### config.mk
export PLATFORM = sky130hd
export DESIGN_NAME = cpo_pwm_outputs
export DESIGN_NICKNAME = d
export VERILOG_FILES = /design/src/hdl/cpo_pkg.sv /design/src/hdl/cpo_pwm_outputs.sv
export SDC_FILE = /design/constraint.sdc
export NUM_CORES = 2
export LEC_CHECK = 0
export BUFFER_PORTS_ARGS = -buffer_cell sky130_fd_sc_hd__buf_4
export CORE_UTILIZATION = 35
export CTS_CLUSTER_DIAMETER = 50
export DETAILED_ROUTE_END_ITERATION = 10
export PLACE_DENSITY = 0.53
export REMOVE_ABC_BUFFERS = 1
export SLEW_MARGIN = 20
export SYNTH_ARGS = -nofsm -noshare
export SYNTH_HDL_FRONTEND = slang
export SYNTH_SLANG_ARGS = --single-unit
### constraint.sdc
create_clock -name clock_i -period 12.9 [get_ports clock_i]
set_clock_uncertainty 0.05 [all_clocks]
set_input_delay 2.58 -clock clock_i [delete_from_list [all_inputs] [get_ports clock_i]]
set_output_delay 2.58 -clock clock_i [all_outputs]
set_load 0.01 [all_outputs]
### src/hdl/cpo_pkg.sv
/*
 * Constants and carrier types for the eight-channel PWM output block.
 * Assumes a 200 MHz clock and commands already decoded from CAN frames.
 */
package cpo_pkg;

    // ************************************************************
    // Clock and timing
    // ************************************************************
    localparam int unsigned CPO_CLK_HZ       = 200_000_000;
    localparam int unsigned CPO_WDOG_TIME_MS = 1000;
    localparam int unsigned CPO_WDOG_CYCLES  = (CPO_CLK_HZ / 1000) * CPO_WDOG_TIME_MS;

    // ************************************************************
    // Channel layout and ranges
    // ************************************************************
    localparam int unsigned CPO_NUM_CHAN  = 8;
    localparam int unsigned CPO_CHAN_W    = 3;
    localparam int unsigned CPO_DUTY_W    = 8;
    localparam int unsigned CPO_FREQ_W    = 13;
    localparam int unsigned CPO_ACC_W     = 28;
    localparam int unsigned CPO_PROD_W    = 36;
    localparam logic [7:0]  CPO_ODD_STEPS = 8'hff;
    localparam logic [7:0]  CPO_EVEN_STEPS = 8'h14;
    localparam logic [12:0] CPO_ODD_FMIN  = 13'h0008;
    localparam logic [12:0] CPO_ODD_FMAX  = 13'h1388;
    localparam logic [12:0] CPO_EVEN_FMIN = 13'h0001;
    localparam logic [12:0] CPO_EVEN_FMAX = 13'h0064;
    localparam logic [27:0] CPO_ACC_FULL  = 28'hbebc200;

    // ************************************************************
    // Carrier types
    // ************************************************************
    typedef struct packed {
        logic [CPO_CHAN_W-1:0] chan;
        logic [CPO_DUTY_W-1:0] duty;
        logic [CPO_FREQ_W-1:0] freq_hz;
    } cpo_cmd_t;

    typedef struct packed {
        logic [CPO_DUTY_W-1:0] duty;
        logic [CPO_FREQ_W-1:0] freq_hz;
    } cpo_set_t;

endpackage

### src/hdl/cpo_pwm_outputs.sv
/*
 * Eight PWM outputs with push-pull drive, commanded per channel over CAN.
 * Assumes a frame decoder upstream that pulses can_msg_i per received
 * frame and cmd_valid_i with cmd_i per duty/frequency command.
 */
`timescale 1ns/1ps
`default_nettype none

module cpo_pwm_outputs
    import cpo_pkg::*;
#(
    parameter int unsigned WDOG_CYCLES = CPO_WDOG_CYCLES
)
(
    // Clock and reset
    input  wire logic                    clock_i,
    input  wire logic                    reset_i,
    // CAN traffic and commands
    input  wire logic                    can_msg_i,
    input  wire logic                    cmd_valid_i,
    input  wire cpo_cmd_t                cmd_i,
    // Output drivers
    output logic [CPO_NUM_CHAN-1:0]      drive_high_o,
    output logic [CPO_NUM_CHAN-1:0]      drive_low_o,
    output logic                         outputs_enabled_o
);

    // ************************************************************
    // Link watchdog
    // ************************************************************
    logic        enabled_r;
    logic        enabled_nxt;
    logic [31:0] wdog_r;
    logic [31:0] wdog_nxt;
    wire         traffic  = can_msg_i | cmd_valid_i;
    wire         wdog_end = (wdog_r >= WDOG_CYCLES - 1);

    always_comb
    begin
        enabled_nxt = enabled_r;
        wdog_nxt    = wdog_r;
        if (traffic)
        begin
            enabled_nxt = 1'b1;
            wdog_nxt    = '0;
        end
        else if (enabled_r)
        begin
            if (wdog_end)
            begin
                enabled_nxt = 1'b0;
                wdog_nxt    = '0;
            end
            else
            begin
                wdog_nxt = wdog_r + 32'h1;
            end
        end
    end

    always_ff @(posedge clock_i)
    begin
        if (reset_i)
        begin
            enabled_r <= 1'b0;
            wdog_r    <= '0;
        end
        else
        begin
            enabled_r <= enabled_nxt;
            wdog_r    <= wdog_nxt;
        end
    end

    assign outputs_enabled_o = enabled_r;

    // ************************************************************
    // Per-channel generators
    // ************************************************************
    genvar g;
    generate
        for (g = 0; g < CPO_NUM_CHAN; g = g + 1)
        begin : gen_chan
            // Index 0 is the first output, so even indices are the odd group
            localparam logic       IS_ODD = ((g % 2) == 0);
            localparam logic [7:0] STEPS  = IS_ODD ? CPO_ODD_STEPS : CPO_EVEN_STEPS;
            localparam logic [12:0] FMIN  = IS_ODD ? CPO_ODD_FMIN : CPO_EVEN_FMIN;
            localparam logic [12:0] FMAX  = IS_ODD ? CPO_ODD_FMAX : CPO_EVEN_FMAX;

            cpo_set_t        pend_r;
            cpo_set_t        pend_nxt;
            cpo_set_t        act_r;
            cpo_set_t        act_nxt;
            logic [27:0]     acc_r;
            logic [27:0]     acc_nxt;
            logic            low_r;
            logic            low_nxt;

            wire             hit       = cmd_valid_i && (cmd_i.chan == CPO_CHAN_W'(g));
            wire [7:0]       duty_clip = (cmd_i.duty > STEPS) ? STEPS : cmd_i.duty;
            wire [12:0]      freq_clip = (cmd_i.freq_hz == '0)  ? '0   :
                                         (cmd_i.freq_hz < FMIN) ? FMIN :
                                         (cmd_i.freq_hz > FMAX) ? FMAX :
                                         cmd_i.freq_hz;
            wire             is_static = (act_r.freq_hz == '0);
            wire [28:0]      acc_sum   = {1'b0, acc_r} + {16'h0, act_r.freq_hz};
            wire             wrap      = !is_static && (acc_sum >= {1'b0, CPO_ACC_FULL});
            wire [35:0]      pos_sc    = acc_r * STEPS;
            wire [35:0]      thr_sc    = act_r.duty * CPO_ACC_FULL;
            wire             pwm_low   = (pos_sc < thr_sc);
            wire             stat_low  = (act_r.duty != '0);

            always_comb
            begin
                pend_nxt = pend_r;
                if (hit)
                begin
                    pend_nxt.duty    = duty_clip;
                    pend_nxt.freq_hz = freq_clip;
                end
                act_nxt = act_r;
                acc_nxt = acc_r;
                if (!enabled_r)
                begin
                    act_nxt = pend_nxt;
                    acc_nxt = '0;
                end
                else if (is_static || wrap)
                begin
                    act_nxt = pend_nxt;
                    acc_nxt = '0;
                    if (wrap)
                    begin
                        acc_nxt = acc_sum[27:0] - CPO_ACC_FULL;
                    end
                end
                else
                begin
                    acc_nxt = acc_sum[27:0];
                end
                low_nxt = is_static ? stat_low : pwm_low;
            end

            always_ff @(posedge clock_i)
            begin
                if (reset_i)
                begin
                    pend_r <= '0;
                    act_r  <= '0;
                    acc_r  <= '0;
                    low_r  <= 1'b0;
                end
                else
                begin
                    pend_r <= pend_nxt;
                    act_r  <= act_nxt;
                    acc_r  <= acc_nxt;
                    low_r  <= low_nxt;
                end
            end

            // Push-pull drive, both off while disabled
            assign drive_low_o[g]  = enabled_r && low_r;
            assign drive_high_o[g] = enabled_r && !low_r;
        end
    endgenerate

endmodule

`default_nettype wire

# --- Yosys cells after proc, flatten, opt, wreduce, memory -nomap -nowiden ---
# Cells that the tools add are included.
totals:
  regBits: 601
  output_inout_bits: 17
classes:
  addsub: 17
  mul: 16
  magnitude_cmp: 23
  eq_ne: 15
  n_mux: 60
  bitwise: 2
  n_reduce_logical: 76
op_table:
  columns: ["cell", "n"]
  rows:
  - ["$mux W21", 24]
  - ["$mux W28", 16]
  - ["$add A28 B13 Y29", 8]
  - ["$ge A29 B28 Y1 const B", 8]
  - ["$sub A28 B28 Y28 const B", 8]
  - ["$mul A8 B19 Y27 const B", 8]
  - ["$lt A33 B36 Y1", 4]
  - ["$lt A36 B36 Y1", 4]
  - ["$mul A28 B8 Y36 const B", 4]
  - ["$mul A28 B3 Y31 const B", 4]
  - ["$logic_not A13 Y1", 9]
  - ["$mux W13", 6]
  - ["$reduce_bool A8 Y1", 8]
  - ["$add A32 B1 Y32 const B", 1]
  - ["$ge A32 B28 Y1 const B", 1]
  - ["$logic_and A1 B1 Y1", 32]
  - ["$mux W32", 1]
  - ["$logic_not A1 Y1", 16]
  - ["$mux W8", 2]
  - ["$ne A2 B1 Y1 const B", 8]
  - ["$gt A13 B13 Y1 const B", 1]
  - ["$gt A13 B7 Y1 const B", 1]
  - ["$lt A13 B1 Y1 const B", 1]
  - ["$lt A13 B4 Y1 const B", 1]
  - ["other kinds (11)", 33]

# --- Depth between registers and ports, before layout ---
depth:
  depth_word: 7
  ltp_mapped: 32

# --- Least setup slack after synthesis ---
# Ideal clock, no wire load.
synth_timing:
  path_kind: "register -> register"
  from: "register gen_chan[4].acc_r[13]"
  to: "register gen_chan[4].low_r"
  setup_ps: 71
  arrival_ps: 6604
  required_time_ps: 12779
  setup_slack_ps: 6175
  path_stages_with_launch: 27
  n_path_buf: 0
  path_cell_list: "dfxtp_1 > fa_1 > fa_1 > fa_1 > inv_1 > fa_1 > inv_1 > ha_1 > a21o_1 > a21o_1 > a21oi_1 > o21ai_0 > a2111o_1 > a31oi_1 > o31ai_1 > o41ai_1 > o21ai_0 > or3_1 > nand2_1 > xnor2_1 > ha_1 > a211o_1 > nor2_1 > nand3_1 > a31oi_1 > o311ai_0 > a21oi_1"
synth_between:
  elab_chain_cells: 3
synth_lines:
  columns: ["element", "line_no", "source"]
  rows:
  - ["start: declaration", "cpo_pwm_outputs.sv:94", "logic [27:0] acc_r;"]
  - ["start signal: assignment", "cpo_pwm_outputs.sv:157", "acc_r <= acc_nxt;"]
  - ["$mul A28 B8 Y36", "cpo_pwm_outputs.sv:108", "wire [35:0] pos_sc = acc_r * STEPS;"]
  - ["$lt A36 B36 Y1", "cpo_pwm_outputs.sv:110", "wire pwm_low = (pos_sc < thr_sc);"]
  - ["$mux W1", "cpo_pwm_outputs.sv:141", "low_nxt = is_static ? stat_low : pwm_low;"]
  - ["end signal: assignment", "cpo_pwm_outputs.sv:158", "low_r <= low_nxt;"]
  - ["end: declaration", "cpo_pwm_outputs.sv:96", "logic low_r;"]
# Every way passes these cells.
# A chain may end at the register's enable or synchronous reset.

# --- Worst setup path after layout ---
# Same ends and word-level chain as after synthesis.

==> flow_summary.toml <==
[status]
run_status = "completed"

[timing]
maxClockFrequency_mhz = 131.8
grt_setup_unrepaired = "no"
timing.final.hold_violations = 0
slew_headroom_pct = 24.19
post-route-period-util_pct = 58.80
setup_violations = 0
fin_setup_tns_ns = 0
final.min_clock_period_ns = 7.585
setup_slack_ns = 5.315
slew_at_the_pin_with_the_worst_max_slew_slack_ns = 1.137
report.final.slew_viol_count = 0

[worst_setup_path]
ff2ff_setup_slack_ns = 5.31
required_ns = 13.52
crit_path_max_fanout = 12
timing.critical_path.slowest_cell_delay_ns = 0.66
crit-reg2reg-launch = "gen_chan[4].acc_r[13]"
setup.worst_path.end_class = "flop"
timing.critical_path.arrival_ns = 8.21
critical_path_buf_inv_count = 2
critPathKind = "flop to flop"
critical-path-top-delay-family = "compound AO/OA/AOI/OAI gates"
crit-reg2reg-capture = "gen_chan[4].low_r"
critical_path_launch_point_type = "flop"
reg2reg_depth = 26
dominant_cell_type_by_count_on_the_critical_path = "fa_1"
crit_path_top_delay_cell = "dfxtp_1"

[grt]
grt_first_pass_wirelength_mm = 319.1
vias_in_the_first_global_route = 61317
grt_antenna_before_repair = 11
overflow = 0
grt_usage_pct = 17.20
grt_max_degree = 85

[route]
drt-pass1-iter-count = 8
routed-via-count = 59536
routed_wl_mm = 190.5
detailedRoute.firstIterationViolations = 2862
final_antenna_net_count = 0
drc_errors = 0
post_drt_wl_per_cell_um = 15.96
routed_via_density = 4.989

[synth]
synth_compound_gate_area_share_pct = 14.40
yosys.cell_types.count = 110
synthAdderAreaFrac_pct = 40.74
sequential_fraction_of_the_synthesis_area_pct = 15.38
synth.area.mux_share_pct = 1.089
synth_async_sr_flop_share_pct = 0
synth_edf_count = 0
synth.largest_area_cell = "fa_1"
synthesis.area_per_instance_um2 = 8.853
post_synth_main_area_contributors = "fa_1 (22%), ha_1 (19%), dfxtp_1 (15%)"
xor_xnor_share_of_the_synthesized_area_pct = 5.967
synth_simple_gate_area_share_pct = 14.38
mapped_area_um2 = 78240
synth_largest_type_area_fraction_pct = 21.72
synthesis.instances = 8838
yosysWarningCount = 0
yosys_most_used_dff = "dfxtp_1"
synth.ff_latch_count = 601
combinational_family_with_the_most_area_after_synthesis = "adder cells"

[clocking]
path_clk_slew_ns = 0.06
clockBufferDepth = 3
holdBufCountCts = 0
clock_insertion_delay_worst_skew_ns = 0.75
cts-buffers-inserted = 100
post-cts-setup-buffer-count = 0
cts_resized = 0
cts_tree = "done"
clk_root_buffer_cell = "clkbuf_16"
cts.sink_count = 601
htreeDepth = 3

[min_path]
worst_hold_path.num_cells = 1
hold_path_end = "gen_chan[1].pend_r[8]"
worstHoldPathType = "flop to flop"
holdCritStartpoint = "gen_chan[1].pend_r[8]"

[floorplanning]
dieHeight_um = 474.8
initial_utilization_pct = 35.20
fp.dieW_um = 474.8
core_um2 = 222300
pin_count = 45
total_number_of_placement_rows = 173
die_area_um2 = 225400

[power_and_ir_drop]
irDropWorstVdd_mv = 0.1028
power.static_leakage_nw = 42.47
p_per_area_nw_per_um2 = 88.99

[place]
post_dp_hpwl_mm = 157.9
gpl.final_weighted_congestion = 0.8654
port-buffer-count = 44
preCtsSetupSlack_ns = 5.423

[finish]
most-common-layout-cells = "inv_1 (1507), ha_1 (1189), fa_1 (849)"
post_route_cells_drive_above_1_share_pct = 4.648
final_common_cell = "inv_1"
layout.nets = 10933
flow.area_growth_from_synthesis_pct = 9.259
n_fill_cell = 22336

[job]
max_cap_viol_count = 0
==> cells by family (layout without fill, tap and decap cells) <==
group	count (synthesis)	in the layout
and+or+nand+nor	2271	2271
adders and majority gates	2038	2038
AOI/OAI and AO/OA	1663	1663
buffers and inverters	1661	1773
DFF	601	601
xor gates and xnor gates	533	533
muxes	71	71
other	0	8
==> through the flow <==
step	utilization (%)	area (um^2)	hold slack, ns	power [W]	std cells
6_report	38.45	85480	0.4034	0.007607	11933
5_1_grt	38.45	85480	0.4185	0.008210	11933
4_1_cts	38.44	85460	0.4049	0.007733	11925
3_5_place_dp	36.88	81980	0.3912	0.004885	11740
3_3_place_gp	36.88	81980	0.3877	0.004854	11740
2_1_floorplan	-	77600	0.3743	0.004109	8685
==> metal layers <==
layer	track usage (%)	part of all wire [%]	vias up
li1	-	-	29864
met1	23.43	48	28769
met2	29.03	47	685
met3	1.775	2.8	218
met4	4.037	2.1	0
met5	0	0	-
==> sequential cells by signal, summed over array words and instances (netlist names) <==
name               flops
wdog_r                32
gen_chan.pend_r      168
outputs_enabled_o      1
gen_chan.low_r         8
gen_chan.acc_r       224
gen_chan.act_r       168
==> area by class of cell <==
type                    count  area, um^2  area share [%]
well taps                2975        3722           4.354
clock inverters            72       804.5          0.9411
clock buffers             113        2673           3.126
multi-input cells        6576       59960           70.14
repair buffers             80       608.1          0.7113
inverters                1508        5660           6.622
flip-flops and latches    601       12040           14.08
diodes                      8       20.02         0.02342
==> cells in the mapped netlist, drive strengths merged (49+ instances only) <==
master and number:
inv 1507, ha 1189, fa 849, nor2 644, dfxtp 601, a21oi 483, nand2 470, xnor2 343
o21ai 271, nor3 215, xor2 190, a21o 163, nand3 152, nor2b 137, and2 116, clkbuf 114
o21a 113, and3 100, nand4 100, a211oi 96, nand2b 93, o22a 74, mux2 59, a31oi 56
nor4 51, o21bai 49
==> worst max-delay path by stage <==
stage	startpoint	end	slack, ns	cells past startpoint
6_report	gen_chan[4].acc_r[13]	gen_chan[4].low_r	5.31	26
5_1_grt	gen_chan[4].acc_r[13]	gen_chan[4].low_r	4.85	26
4_1_cts	gen_chan[4].acc_r[13]	gen_chan[4].low_r	5.32	26
3_5_place_dp	gen_chan[4].acc_r[13]	gen_chan[4].low_r	5.42	26
3_3_place_gp	gen_chan[0].acc_r[3]	gen_chan[0].low_r	5.48	30
2_1_floorplan	gen_chan[4].acc_r[13]	gen_chan[4].low_r	6.18	26
==> report_power, final <==
group          internal [W]  switching, W  total, W
registers           0.00193      0.000112   0.00204
logic               0.00113       0.00166   0.00279
clock network       0.00165       0.00112   0.00277
Power figures use the tool's default switching activity.
